[src/hdl/dcs_pkg.sv]
/*
  shared constants, types and helpers for the converter configuration and
  status register block.
  assumes one 10 MHz system clock and a slow serial link sampled by it.
*/
package dcs_pkg;

  // ************************************************************
  // register map
  // ************************************************************
  localparam logic [6:0]  ADDR_ALARM_FLAGS   = 7'h02;
  localparam logic [6:0]  ADDR_SERIAL_CFG    = 7'h03;
  localparam logic [6:0]  ADDR_GENERAL_CFG   = 7'h04;
  localparam logic [6:0]  ADDR_CONV_PD       = 7'h09;
  localparam logic [6:0]  ADDR_RANGE         = 7'h0a;
  localparam logic [6:0]  ADDR_TRIGGER       = 7'h0e;

  localparam logic [15:0] RST_ALARM_FLAGS    = 16'h0000;
  localparam logic [15:0] RST_SERIAL_CFG     = 16'h0aa4;
  localparam logic [15:0] RST_GENERAL_CFG    = 16'h0000;
  localparam logic [15:0] RST_CONV_PD        = 16'hffff;
  localparam logic [15:0] RST_RANGE          = 16'h0000;

  localparam logic [15:0] SCFG_WR_MASK       = 16'h0e36;
  localparam logic [15:0] GCFG_WR_MASK       = 16'h4000;
  localparam logic [15:0] PD_WR_MASK         = 16'h0001;
  localparam logic [15:0] RANGE_WR_MASK      = 16'h000f;

  // ************************************************************
  // field positions
  // ************************************************************
  localparam int unsigned BIT_OVERHEAT_ROUTE = 11;
  localparam int unsigned BIT_BUSY_ROUTE     = 10;
  localparam int unsigned BIT_CHECK_ROUTE    = 9;
  localparam int unsigned BIT_DEVICE_SLEEP   = 5;
  localparam int unsigned BIT_FRAME_CHECK    = 4;
  localparam int unsigned BIT_DATA_OUT_EN    = 2;
  localparam int unsigned BIT_DATA_OUT_FALL  = 1;
  localparam int unsigned BIT_REF_OFF        = 14;
  localparam int unsigned BIT_CONV_SLEEP     = 0;
  localparam int unsigned BIT_ALARM_CLEAR    = 8;
  localparam int unsigned BIT_ST_CHECK       = 2;
  localparam int unsigned BIT_ST_BUSY        = 1;
  localparam int unsigned BIT_ST_OVERHEAT    = 0;

  // ************************************************************
  // framing
  // ************************************************************
  localparam logic [5:0]  FRAME_BITS         = 6'h18;
  localparam logic [5:0]  FRAME_BITS_CHECK   = 6'h20;
  localparam logic [5:0]  CMD_LAST_BIT       = 6'h07;
  localparam logic [7:0]  CHECK_POLY         = 8'h07;
  localparam logic [7:0]  CHECK_INIT         = 8'h00;

  // ************************************************************
  // types
  // ************************************************************
  typedef enum logic [1:0]
  {
    ST_IDLE   = 2'b00,
    ST_SHIFT  = 2'b01,
    ST_COMMIT = 2'b10
  } dcs_state_t;

  typedef struct packed
  {
    logic sclk_rise;
    logic sclk_fall;
    logic frame_active;
    logic frame_end;
    logic sdi;
  } dcs_link_t;

  typedef struct packed
  {
    logic       valid;
    logic       bipolar;
    logic [5:0] span_volts;
  } dcs_range_t;

  // ************************************************************
  // helpers
  // ************************************************************
  function automatic logic [15:0] dcs_merge(input logic [15:0] old_v,
                                            input logic [15:0] new_v,
                                            input logic [15:0] mask);
    dcs_merge = (old_v & ~mask) | (new_v & mask);
  endfunction

  function automatic dcs_range_t dcs_decode_range(input logic [3:0] code);
    dcs_range_t r;
    r = '{valid: 1'b1, bipolar: code[2], span_volts: 6'h00};
    case (code)
      4'h0:    r.span_volts = 6'h05;
      4'h8:    r.span_volts = 6'h06;
      4'h1:    r.span_volts = 6'h0a;
      4'h9:    r.span_volts = 6'h0c;
      4'h2:    r.span_volts = 6'h14;
      4'ha:    r.span_volts = 6'h18;
      4'h3:    r.span_volts = 6'h28;
      4'h5:    r.span_volts = 6'h05;
      4'hd:    r.span_volts = 6'h06;
      4'h6:    r.span_volts = 6'h0a;
      4'he:    r.span_volts = 6'h0c;
      4'h7:    r.span_volts = 6'h14;
      default: r = '{valid: 1'b0, bipolar: 1'b0, span_volts: 6'h00};
    endcase
    dcs_decode_range = r;
  endfunction

endpackage

[src/hdl/dcs_link_sync.sv]
/*
  brings the serial link pins into the system clock domain and finds the
  link clock edges and the frame boundaries.
  assumes the link clock is at least eight system clocks per period.
*/
`timescale 1ns/1ps
module dcs_link_sync
  import dcs_pkg::*;
(
  input  wire logic              i_clk,
  input  wire logic              i_reset_n,
  input  wire logic              i_sclk,
  input  wire logic              i_cs_n,
  input  wire logic              i_sdi,
  output dcs_pkg::dcs_link_t     o_link
);

  logic [2:0] sclk_r;
  logic [2:0] cs_n_r;
  logic [1:0] sdi_r;

  // ************************************************************
  // two-flop synchronisers; link clock and select add one history stage
  // ************************************************************
  always_ff @(posedge i_clk)
  begin
    if (!i_reset_n)
    begin
      sclk_r <= 3'h0;
      cs_n_r <= 3'h7;
      sdi_r  <= 2'h0;
    end
    else
    begin
      sclk_r <= {sclk_r[1:0], i_sclk};
      cs_n_r <= {cs_n_r[1:0], i_cs_n};
      sdi_r  <= {sdi_r[0], i_sdi};
    end
  end

  // edges only look at the second and third stages
  always_comb
  begin
    o_link.sclk_rise    = sclk_r[1] & ~sclk_r[2];
    o_link.sclk_fall    = ~sclk_r[1] & sclk_r[2];
    o_link.frame_active = ~cs_n_r[1];
    o_link.frame_end    = cs_n_r[1] & ~cs_n_r[2];
    o_link.sdi          = sdi_r[1];
  end

endmodule

[src/hdl/dcs_crc8.sv]
/*
  bit-serial frame check accumulator, msb first.
  assumes the caller clears it at frame start and feeds only payload bits.
*/
`timescale 1ns/1ps
module dcs_crc8
  import dcs_pkg::*;
(
  input  wire logic       i_clk,
  input  wire logic       i_reset_n,
  input  wire logic       i_clear,
  input  wire logic       i_bit_valid,
  input  wire logic       i_bit,
  output logic [7:0]      o_crc
);

  logic fb;

  assign fb = o_crc[7] ^ i_bit;

  always_ff @(posedge i_clk)
  begin
    if (!i_reset_n || i_clear)
      o_crc <= CHECK_INIT;
    else if (i_bit_valid)
      o_crc <= {o_crc[6:0], 1'b0} ^ (fb ? CHECK_POLY : 8'h00);
  end

endmodule

[src/hdl/dcs_regs.sv]
/*
  configuration and status registers of a serially programmed converter:
  alarm flags, fault routing, data-out options, power-down and range.
  assumes a host drives link clock, select and data in; alarm inputs come
  from the analog side (overheat, asynchronous) and the update engine
  (busy, same clock).

*/
`timescale 1ns/1ps
module dcs_regs
  import dcs_pkg::*;
(
  input  wire logic              i_clk,
  input  wire logic              i_reset_n,
  input  wire logic              i_sclk,
  input  wire logic              i_cs_n,
  input  wire logic              i_sdi,
  input  wire logic              i_overheat,
  input  wire logic              i_update_busy,
  output logic                   o_sdo,
  output logic                   o_sdo_oe,
  output logic                   o_fault,
  output logic                   o_device_sleep,
  output logic                   o_reference_off,
  output logic                   o_converter_sleep,
  output logic                   o_frame_check_on,
  output logic [3:0]             o_range_code,
  output dcs_pkg::dcs_range_t    o_range
);

  dcs_link_t   link;
  dcs_state_t  state_r;
  logic [5:0]  bit_cnt_r;
  logic [31:0] shift_r;
  logic [7:0]  crc;
  logic [15:0] serial_cfg_r;
  logic [15:0] general_cfg_r;
  logic [15:0] conv_pd_r;
  logic [15:0] range_r;
  logic [15:0] out_sr_r;
  logic [15:0] rd_word;
  logic [15:0] alarm_word;
  logic [1:0]  overheat_r;
  logic        busy_r;
  logic        overheat_lat_r;
  logic        check_lat_r;
  logic        rd_phase_r;
  logic        check_on;
  logic        len_ok;
  logic [23:0] word;
  logic        check_fail;
  logic        wr_commit;
  logic        alarm_clear;
  logic [7:0]  cmd_byte;
  logic        rd_load;
  logic        sdo_step;

  // ************************************************************
  // link front end and check accumulator
  // ************************************************************
  dcs_link_sync u_sync
  (
    .i_clk     (i_clk),
    .i_reset_n (i_reset_n),
    .i_sclk    (i_sclk),
    .i_cs_n    (i_cs_n),
    .i_sdi     (i_sdi),
    .o_link    (link)
  );

  dcs_crc8 u_crc
  (
    .i_clk       (i_clk),
    .i_reset_n   (i_reset_n),
    .i_clear     (state_r == ST_IDLE),
    .i_bit_valid (state_r == ST_SHIFT && link.sclk_fall && bit_cnt_r < FRAME_BITS),
    .i_bit       (link.sdi),
    .o_crc       (crc)
  );

  // ************************************************************
  // frame sequencing
  // ************************************************************
  always_ff @(posedge i_clk)
  begin
    if (!i_reset_n)
      state_r <= ST_IDLE;
    else
      case (state_r)
        ST_IDLE:   if (link.frame_active) state_r <= ST_SHIFT;
        ST_SHIFT:  if (link.frame_end) state_r <= ST_COMMIT;
        ST_COMMIT: state_r <= ST_IDLE;
        default:   state_r <= ST_IDLE;
      endcase
  end

  // data in is taken on falling link clock edges; count saturates
  always_ff @(posedge i_clk)
  begin
    if (!i_reset_n || state_r == ST_IDLE)
    begin
      bit_cnt_r <= 6'h00;
      shift_r   <= 32'h0;
    end
    else if (state_r == ST_SHIFT && link.sclk_fall)
    begin
      shift_r <= {shift_r[30:0], link.sdi};
      if (bit_cnt_r != 6'h3f)
        bit_cnt_r <= bit_cnt_r + 6'h01;
    end
  end

  // frame is judged at select release; a wrong length is dropped silently
  always_comb
  begin
    check_on    = serial_cfg_r[BIT_FRAME_CHECK];
    len_ok      = bit_cnt_r == (check_on ? FRAME_BITS_CHECK : FRAME_BITS);
    word        = check_on ? shift_r[31:8] : shift_r[23:0];
    check_fail  = state_r == ST_COMMIT && check_on && len_ok && shift_r[7:0] != crc;
    wr_commit   = state_r == ST_COMMIT && len_ok && !check_fail && !word[23];
    alarm_clear = wr_commit && word[22:16] == ADDR_TRIGGER && word[BIT_ALARM_CLEAR];
    cmd_byte    = {shift_r[6:0], link.sdi};
    rd_load     = state_r == ST_SHIFT && link.sclk_fall && bit_cnt_r == CMD_LAST_BIT
                  && cmd_byte[7];
  end

  // ************************************************************
  // writable registers; masks keep reserved and fixed bits
  // ************************************************************
  always_ff @(posedge i_clk)
  begin
    if (!i_reset_n)
      serial_cfg_r <= RST_SERIAL_CFG;
    else if (wr_commit && word[22:16] == ADDR_SERIAL_CFG)
      serial_cfg_r <= dcs_merge(serial_cfg_r, word[15:0], SCFG_WR_MASK);
  end

  always_ff @(posedge i_clk)
  begin
    if (!i_reset_n)
      general_cfg_r <= RST_GENERAL_CFG;
    else if (wr_commit && word[22:16] == ADDR_GENERAL_CFG)
      general_cfg_r <= dcs_merge(general_cfg_r, word[15:0], GCFG_WR_MASK);
  end

  always_ff @(posedge i_clk)
  begin
    if (!i_reset_n)
      conv_pd_r <= RST_CONV_PD;
    else if (wr_commit && word[22:16] == ADDR_CONV_PD)
      conv_pd_r <= dcs_merge(conv_pd_r, word[15:0], PD_WR_MASK);
  end

  // any code is stored; invalid ones show up as o_range.valid low
  always_ff @(posedge i_clk)
  begin
    if (!i_reset_n)
      range_r <= RST_RANGE;
    else if (wr_commit && word[22:16] == ADDR_RANGE)
      range_r <= dcs_merge(range_r, word[15:0], RANGE_WR_MASK);
  end

  // ************************************************************
  // alarms: set wins over a clear in the same cycle
  // ************************************************************
  always_ff @(posedge i_clk)
  begin
    if (!i_reset_n)
    begin
      overheat_r <= 2'h0;
      busy_r     <= 1'b0;
    end
    else
    begin
      overheat_r <= {overheat_r[0], i_overheat};
      busy_r     <= i_update_busy;
    end
  end

  always_ff @(posedge i_clk)
  begin
    if (!i_reset_n)
      overheat_lat_r <= 1'b0;
    else if (overheat_r[1])
      overheat_lat_r <= 1'b1;
    else if (alarm_clear)
      overheat_lat_r <= 1'b0;
  end

  always_ff @(posedge i_clk)
  begin
    if (!i_reset_n)
      check_lat_r <= 1'b0;
    else if (check_fail)
      check_lat_r <= 1'b1;
    else if (alarm_clear)
      check_lat_r <= 1'b0;
  end

  // busy is live and never latched, so the clear does not touch it
  always_comb
  begin
    alarm_word                  = RST_ALARM_FLAGS;
    alarm_word[BIT_ST_CHECK]    = check_lat_r;
    alarm_word[BIT_ST_BUSY]     = busy_r;
    alarm_word[BIT_ST_OVERHEAT] = overheat_lat_r;
  end

  // ************************************************************
  // readback; unmapped and write-only addresses read zero
  // ************************************************************
  always_comb
  begin
    case (cmd_byte[6:0])
      ADDR_ALARM_FLAGS: rd_word = alarm_word;
      ADDR_SERIAL_CFG:  rd_word = serial_cfg_r;
      ADDR_GENERAL_CFG: rd_word = general_cfg_r;
      ADDR_CONV_PD:     rd_word = conv_pd_r;
      ADDR_RANGE:       rd_word = range_r;
      default:          rd_word = 16'h0000;
    endcase
  end

  assign sdo_step = serial_cfg_r[BIT_DATA_OUT_FALL] ? link.sclk_fall : link.sclk_rise;

  // falling mode presents the first bit at once, half a clock earlier
  always_ff @(posedge i_clk)
  begin
    if (!i_reset_n || state_r != ST_SHIFT)
    begin
      rd_phase_r <= 1'b0;
      out_sr_r   <= 16'h0000;
      o_sdo      <= 1'b0;
    end
    else if (rd_load)
    begin
      rd_phase_r <= 1'b1;
      if (serial_cfg_r[BIT_DATA_OUT_FALL])
      begin
        o_sdo    <= rd_word[15];
        out_sr_r <= {rd_word[14:0], 1'b0};
      end
      else
        out_sr_r <= rd_word;
    end
    else if (rd_phase_r && sdo_step)
    begin
      o_sdo    <= out_sr_r[15];
      out_sr_r <= {out_sr_r[14:0], 1'b0};
    end
  end

  always_ff @(posedge i_clk)
  begin
    if (!i_reset_n)
      o_sdo_oe <= 1'b0;
    else
      o_sdo_oe <= serial_cfg_r[BIT_DATA_OUT_EN] && link.frame_active;
  end

  // ************************************************************
  // pins toward the analog side
  // ************************************************************
  always_ff @(posedge i_clk)
  begin
    if (!i_reset_n)
      o_fault <= 1'b0;
    else
      o_fault <= (overheat_lat_r & serial_cfg_r[BIT_OVERHEAT_ROUTE])
               | (busy_r & serial_cfg_r[BIT_BUSY_ROUTE])
               | (check_lat_r & serial_cfg_r[BIT_CHECK_ROUTE]);
  end

  always_ff @(posedge i_clk)
  begin
    if (!i_reset_n)
    begin
      o_device_sleep    <= RST_SERIAL_CFG[BIT_DEVICE_SLEEP];
      o_reference_off   <= RST_GENERAL_CFG[BIT_REF_OFF];
      o_converter_sleep <= RST_CONV_PD[BIT_CONV_SLEEP];
      o_frame_check_on  <= RST_SERIAL_CFG[BIT_FRAME_CHECK];
      o_range_code      <= RST_RANGE[3:0];
      o_range           <= dcs_decode_range(RST_RANGE[3:0]);
    end
    else
    begin
      o_device_sleep    <= serial_cfg_r[BIT_DEVICE_SLEEP];
      o_reference_off   <= general_cfg_r[BIT_REF_OFF];
      o_converter_sleep <= conv_pd_r[BIT_CONV_SLEEP] | overheat_lat_r;
      o_frame_check_on  <= check_on;
      o_range_code      <= range_r[3:0];
      o_range           <= dcs_decode_range(range_r[3:0]);
    end
  end
endmodule

[config.mk]
export PLATFORM = sky130hd
export DESIGN_NAME = dcs_regs
export DESIGN_NICKNAME = d
export VERILOG_FILES = /design/src/hdl/dcs_pkg.sv /design/src/hdl/dcs_link_sync.sv /design/src/hdl/dcs_crc8.sv /design/src/hdl/dcs_regs.sv
export SDC_FILE = /design/constraint.sdc
export NUM_CORES = 1
export LEC_CHECK = 0
export BUFFER_PORTS_ARGS = -buffer_cell sky130_fd_sc_hd__buf_2
export CAP_MARGIN = 30
export CORE_UTILIZATION = 28
export CTS_BUF_LIST = sky130_fd_sc_hd__clkbuf_8
export DETAILED_ROUTE_END_ITERATION = 10
export GPL_ROUTABILITY_DRIVEN = 0
export GPL_TIMING_DRIVEN = 0
export PLACE_DENSITY = 0.5
export RECOVER_POWER = 50
export SLEW_MARGIN = 20
export SYNTH_ARGS = -nofsm -noshare
export SYNTH_HDL_FRONTEND = slang
export SYNTH_HIERARCHICAL = 1
export SYNTH_SLANG_ARGS = --single-unit
[constraint.sdc]
create_clock -name i_clk -period 3.21 [get_ports i_clk]
set_input_delay 0.321 -clock i_clk [delete_from_list [all_inputs] [get_ports i_clk]]
set_output_delay 0.321 -clock i_clk [all_outputs]
set_load 0.005 [all_outputs]
==> results of run 1 <==
[cells by family after synthesis]
group                      synth area share [%]
and+or+nand+nor                            23.1
muxes                                      10.3
adders and majority gates                 0.506
xor gates and xnor gates                   2.83
DFF                                        44.5
buffers and inverters                      4.68
AOI/OAI and AO/OA                          14.0
[layout make-up]
type / instances / area [um^2]
Fill cell: 1816 / 11800
Multi-Input combinational cell: 395 / 2510
Sequential cell: 110 / 2200
Tap cell: 225 / 282
Buffer: 39 / 184
Clock buffer: 11 / 151
Timing Repair Buffer: 25 / 106
Clock inverter: 5 / 62.6
Inverter: 12 / 45.0
[worst max-delay path, delay by kind of cell, from the launching register on]
kind | cells | cell delay, ns
and+or+nand+nor | 3 | 0.62
DFF | 1 | 0.33
muxes | 1 | 0.21
buffers and inverters | 2 | 0.57
AOI/OAI and AO/OA | 1 | 0.75
[Yosys cell counts, drive strengths merged (4+ instances only)]
master / instances / area [um^2]
nand4: 12 / 75.1
o21ai: 8 / 40.0
inv: 12 / 45.0
a31oi: 9 / 56.3
a21oi: 49 / 245
and2: 12 / 75.1
nand2b: 5 / 31.3
nor3: 12 / 81.3
xor2: 5 / 43.8
clkbuf: 28 / 108
nor4: 5 / 46.3
nand2: 91 / 344
nand3b: 5 / 37.5
nand3: 6 / 30.0
mux2i: 33 / 330
buf: 11 / 78.8
and3: 4 / 25.0
o22a: 4 / 35.0
mux2: 16 / 180
nor2: 41 / 154
nor2b: 11 / 68.8
xnor2: 11 / 96.3
a211oi: 11 / 87.6
dfxtp: 110 / 2200
[worst paths after layout]
kind | slack (ns) | endpoint
setup / recovery | 0.62 | u_crc/o_crc[5]$_SDFFE_PP0P_
hold / removal | 0.11 | u_sync/cs_n_r[0]$_SDFF_PN1_
setup reg to reg | 0.62 | u_crc/o_crc[5]$_SDFFE_PP0P_
hold reg to reg | 0.42 | u_sync/cs_n_r[1]$_SDFF_PN1_
[power by group]
group          switching (mW)  total (mW)  internal (mW)  leakage [nW]
registers             0.00326        1.38           1.37         0.889
clock network           0.512       0.925          0.413         0.114
logic                  0.0351      0.0513         0.0163         0.887
total                   0.550        2.35           1.80          1.89
[per-stage QoR]
step | worst slack, ns | hold slack (ns) | power [mW] | std cells
after floorplan | 1.27 | 0.386 | 1.44 | 556
after global placement | 0.599 | 0.397 | 1.46 | 806
after detailed placement | 0.591 | 0.400 | 1.46 | 806
after CTS | 0.553 | 0.0878 | 2.38 | 822
after global routing | 0.330 | 0.0993 | 2.44 | 822
final | 0.618 | 0.106 | 2.35 | 822
[flip-flops by register name (all words and copies together), names as in the netlist, 2 cells and up]
| register | flops |
|---|---|
| range_r | 4 |
| o_range_code | 4 |
| out_sr_r | 16 |
| overheat_r | 2 |
| o_range | 8 |
| u_sync/sclk_r | 3 |
| u_sync/cs_n_r | 3 |
| u_crc/o_crc | 8 |
| bit_cnt_r | 6 |
| serial_cfg_r | 7 |
| shift_r | 32 |
| u_sync/sdi_r | 2 |
| state_r | 2 |
[per-layer routing]
layer	track usage [%]	wire length, um	vias to the layer above
li1	-	-	2011
met1	18.8	5970	1915
met2	23.2	5730	79
met3	2.52	414	11
met4	6.05	162	0
met5	0	0	-
==> metrics.md, run 1 <==
| Metric | Value |
|---|---|
| Clk_lat worst skew | 0.40 ns |
| Setup TNS | 0 ns |
| Min-Delay Path Class | primary input to flip-flop |
| Tightest Pin Transition | 0.889 ns |
| Setup violators final | 0 |
| GR Util All Layers | 14.4% |
| Initial antenna violation count | 0 |
| Worst IR Drop VDD | 0.000172 V |
| Final Hold Viols | 0 |
| Max-cap violations | 0 |
| Critical path type | flip-flop to flip-flop |
| # clock sinks | 110 |
| CTS tree | yes |
| Reg2Reg Launch Point | u_sync/sclk_r[2]$_SDFF_PN0_ |
| Synth unique cells | 68 |
| Final Max Tran Viols | 0 |
| Critical path fanouts, max | 10 |
| Nets@finish | 601 |
| Die area | 18200 um^2 |
| Hold path cells | 2 |
| Core Region | 17300 um^2 |
| Clock Skew | 0.0208 ns |
| #FFs+latches synth | 110 |
| FMAX | 386 MHz |
| Pwr dens | 424 nW/um^2 |
| Slowest-stage cell, CP | a211oi_1 |
| Status | complete, no violations |
| Half-perimeter wire length after placement | 8.77 mm |
| RSZ-0062 raised after global routing | false |
| CP arrival | 2.87 ns |
| TritonCTS Buffers | 9 |
| Global-route wire length before repair | 20.3 mm |
| Die height | 135 um |
| DRT antenna net count | 0 |
| Ys flop type | dfxtp_1 |
| Syn. warnings | 6 |
| Critical path startpoint category | flip-flop |
| Clock buffer depth | 2 |
| Share of layout cells above drive strength 1 | 10.6% |
| Final Util | 32.0% |
| CP endpoint kind | flip-flop |
| Post-Route WL | 12.3 mm |
| Period utilization | 80.7% |
| Drt wl/cell | 14.9 um |
| Max-slew headroom | 40.8% |
| EDFF count, synth | 0 |
| Core Rows | 48 |
| Vias per cell | 4.89 |
| Drt pass-1 iters | 5 |
| Syn avg cell area | 8.89 um^2 |
| Crit-path cells | nor2b_1 -> nand3b_1 -> clkbuf_1 -> a211oi_1 -> buf_6 -> mux2i_1 -> nor2_1 |
| Number of remaining DRC errors | 0 |
| Synth-to-layout area growth | 12.1% |
| ANT cells | 0 |
| Commonest non-fill, non-tap cell in the layout | dfxtp_1 |
| Mapped Nets | 565 |
| Number of vias in the routed layout | 4016 |
| Starting Density | 28.6% |
| Hold-fix buffers, CTS | 0 |
| Io pins | 26 |
| Die width | 135 um |
| Worst Setup SP | u_sync/sclk_r[2]$_SDFF_PN0_ |
| Clk slew on worst S/H paths | 0.10 ns |
| IO Port Bufs | 25 |
| Synth Cell Area | 4940 um^2 |
| Postcts setup bufs | 0 |
| Post-route cell area | 5540 um^2 |
| R2r worst-path depth | 7 |
| Largest net degree at the start of global routing | 19 |
| Cells after Synth | 556 |
| Vias in the first global route | 3889 |
| P_leak | 1.89 nW |
| Root buffer cell | clkbuf_8 |
| Synth async-reset ratio | 0% |
| Commonest cells after routing, fill and taps aside | 110 x dfxtp_1, 90 x nand2_1, 49 x a21oi_1, 41 x nor2_1, 41 x clkbuf_1 |
| Post-DP Area | 5350 um^2 |
| Hold wc startpoint | i_cs_n |
| Post-CTS Resized | 0 |
| Crit path time final | 2.59 ns |
| Initial drt markers | 327 |
| Critical Path Max Stage Delay | 0.75 ns |
| H-tree Lvls | 3 |
| Sequential share of the synthesized area | 44.5% |
| Total gr overflow | 0 |
| CP required | 3.49 ns |
(Power assumes the default switching activity.)
==> run 2: changes to the inputs <==
--- a/config.mk
+++ b/config.mk
@@ -12,7 +12,7 @@
 export DETAILED_ROUTE_END_ITERATION = 10
 export GPL_ROUTABILITY_DRIVEN = 0
 export GPL_TIMING_DRIVEN = 0
-export PLACE_DENSITY = 0.5
+export PLACE_DENSITY = 0.51
 export RECOVER_POWER = 50
 export SLEW_MARGIN = 20
 export SYNTH_ARGS = -nofsm -noshare
==> constraint.sdc (replaced) <==
create_clock -name i_clk -period 2.2 [get_ports i_clk]
set_input_delay 0.22 -clock i_clk [delete_from_list [all_inputs] [get_ports i_clk]]
set_output_delay 0.22 -clock i_clk [all_outputs]
set_load 0.005 [all_outputs]
==> run 2 against run 1 <==
Compared with the run above: power grew 39%; largest cell class unchanged; via count grew 1.6%; routed wire length shrank 0.97%; critical path type unchanged; highest routed layer unchanged.
==> metrics.md, run 2 (synthesized netlist as in run 1, its figures left out) <==
| Metric | Value |
|---|---|
| R2r worst-path depth | 5 |
| FMAX | 469 MHz |
| Global-route wire length before repair | 19.8 mm |
| Internal | 2.48 mW |
| CP arrival | 2.43 ns |
| Clk_lat worst skew | 0.39 ns |
| Max-slew headroom | 29.9% |
| Share of layout cells above drive strength 1 | 13.5% |
| P_leak | 1.91 nW |
| Clock Skew | 0.0127 ns |
| Flop pwr share | 61.6% |
| Die height | 135 um |
| IO Port Bufs | 25 |
| Filler Cell Count | 1829 |
| Commonest non-fill, non-tap cell in the layout | dfxtp_1 |
| Post-place setup slack | -0.403 ns |
| Clock buffer depth | 2 |
| Sw frac | 24.0% |
| Post-Route WL | 12.2 mm |
| Initial drt markers | 307 |
| Net switching power | 783 uW |
| Largest Register | shift_r |
| Largest regs | shift_r: 32 flops, out_sr_r: 16 flops |
| Half-perimeter wire length after placement | 8.78 mm |
| Max FFs per register | 32 |
| Period utilization | 97.0% |
| Worst IR Drop VDD | 0.000258 V |
| Final Hold Viols | 0 |
| Crit path buf inv count | 0 |
| Die width | 135 um |
| Critical path type | flip-flop to flip-flop |
| Starting Density | 28.6% |
| Critical path startpoint category | flip-flop |
| ANT cells | 0 |
| Root buffer cell | clkbuf_8 |
| Crit path time final | 2.13 ns |
| CTS tree | yes |
| CP top delay family | simple AND/OR/NAND/NOR gates |
| Gate power share | 2.3% |
| Stages on worst setup path | 5 |
| Largest net degree at the start of global routing | 19 |
| Number of remaining DRC errors | 0 |
| Final Max Tran Viols | 0 |
| GR Util All Layers | 13.9% |
| Crit-path cells | xnor2_1 -> nand4_1 -> o211a_2 -> nor4_2 -> mux2_2 |
| DRT antenna net count | 0 |
| CP required | 2.49 ns |
| Nets@finish | 606 |
| Vias in the first global route | 3816 |
| Drt wl/cell | 14.7 um |
| Core Rows | 48 |
| H-tree Lvls | 3 |
| Clock Power Share | 36.1% |
| Final WS setup | 0.0665 ns |
| Critical path fanouts, max | 6 |
| Setup TNS | 0 ns |
| Vias per cell | 4.93 |
| Commonest cells after routing, fill and taps aside | 109 x dfxtp_1, 90 x nand2_1, 49 x a21oi_1, 41 x nor2_1, 37 x clkbuf_1 |
| Min-Delay Path Class | primary input to flip-flop |
| Die area | 18200 um^2 |
| Pwr dens | 580 nW/um^2 |
| Clk slew on worst S/H paths | 0.11 ns |
| Synth-to-layout area growth | 13.7% |
| Core Region | 17300 um^2 |
| Total gr overflow | 0 |
| Max-cap violations | 0 |
| Critical Path Max Stage Delay | 0.54 ns |
| Hold path cells | 2 |
| CP endpoint kind | flip-flop |
| Slowest-stage cell, CP | dfxtp_1 |
| TritonCTS Buffers | 9 |
| Status | complete, no violations |
| Initial antenna violation count | 0 |
| Drt pass-1 iters | 5 |
| Setup violators final | 0 |
| Number of vias in the routed layout | 4080 |
| Io pins | 26 |
| # clock sinks | 110 |
| Tightest Pin Transition | 1.05 ns |
## run 2: power groups by stage
stage | Sequential [mW] | Combinational (mW) | Clock (mW)
2_1_floorplan | 2.05 | 0.0473 | 0
3_3_place_gp | 2.05 | 0.0745 | 0
3_5_place_dp | 2.05 | 0.0756 | 0
4_1_cts | 2.01 | 0.0772 | 1.22
5_1_grt | 2.01 | 0.0844 | 1.31
6_report | 2.01 | 0.0761 | 1.18
## run 2: through the flow
step / cells / cell area (um^2) / hold slack, ns / util [%] / power, mW
4_1_cts: 824 / 5580 / 0.0153 / 32.3 / 3.30
2_1_floorplan: 556 / 4940 / 0.293 / - / 2.10
3_5_place_dp: 806 / 5350 / 0.403 / 30.9 / 2.13
3_3_place_gp: 806 / 5350 / 0.400 / 30.9 / 2.13
5_1_grt: 827 / 5620 / 0.0154 / 32.5 / 3.40
6_report: 827 / 5620 / 0.0344 / 32.5 / 3.26
## run 2: path summary, 6_finish.rpt
| kind | slack [ns] | start | end |
|---|---|---|---|
| max reg2reg | 0.07 | shift_r[5]$_SDFFE_PP0P_ | general_cfg_r[14]$_SDFFE_PN0P_ |
| min | 0.03 | i_update_busy | busy_r$_SDFF_PN0_ |
| min reg2reg | 0.42 | u_sync/cs_n_r[0]$_SDFF_PN1_ | u_sync/cs_n_r[1]$_SDFF_PN1_ |
| max | 0.07 | shift_r[5]$_SDFFE_PP0P_ | general_cfg_r[14]$_SDFFE_PN0P_ |
## run 2: final cells by class
cell class                      count  area, um^2  share of cell area, %
Multi-Input combinational cell    395        2560                   45.6
Sequential cell                   110        2200                   39.2
Tap cell                          225         282                   5.01
Buffer                             37         183                   3.25
Timing Repair Buffer               32         163                   2.89
Clock buffer                       10         138                   2.45
Clock inverter                      6        46.3                  0.823
Inverter                           12        45.0                  0.801
## run 2: repair_timing
| item | in CTS | in global routing |
|---|---|---|
| hold buffers | 1 | 0 |
| resized for setup | 5 | 9 |
| endpoints found under the setup margin | 22 | 15 |
| pin swaps | 1 | 1 |
| setup buffers | 3 | 3 |
| endpoints found under the hold margin | 1 | 0 |
## run 2: metal layers
layer / GRT usage (%) / up-vias / routed length, um
met3: 3.19 / 14 / 432
met1: 18.0 / 1942 / 5880
met5: 0 / - / 0
met2: 22.7 / 83 / 5660
li1: - / 2041 / -
met4: 4.68 / 0 / 178
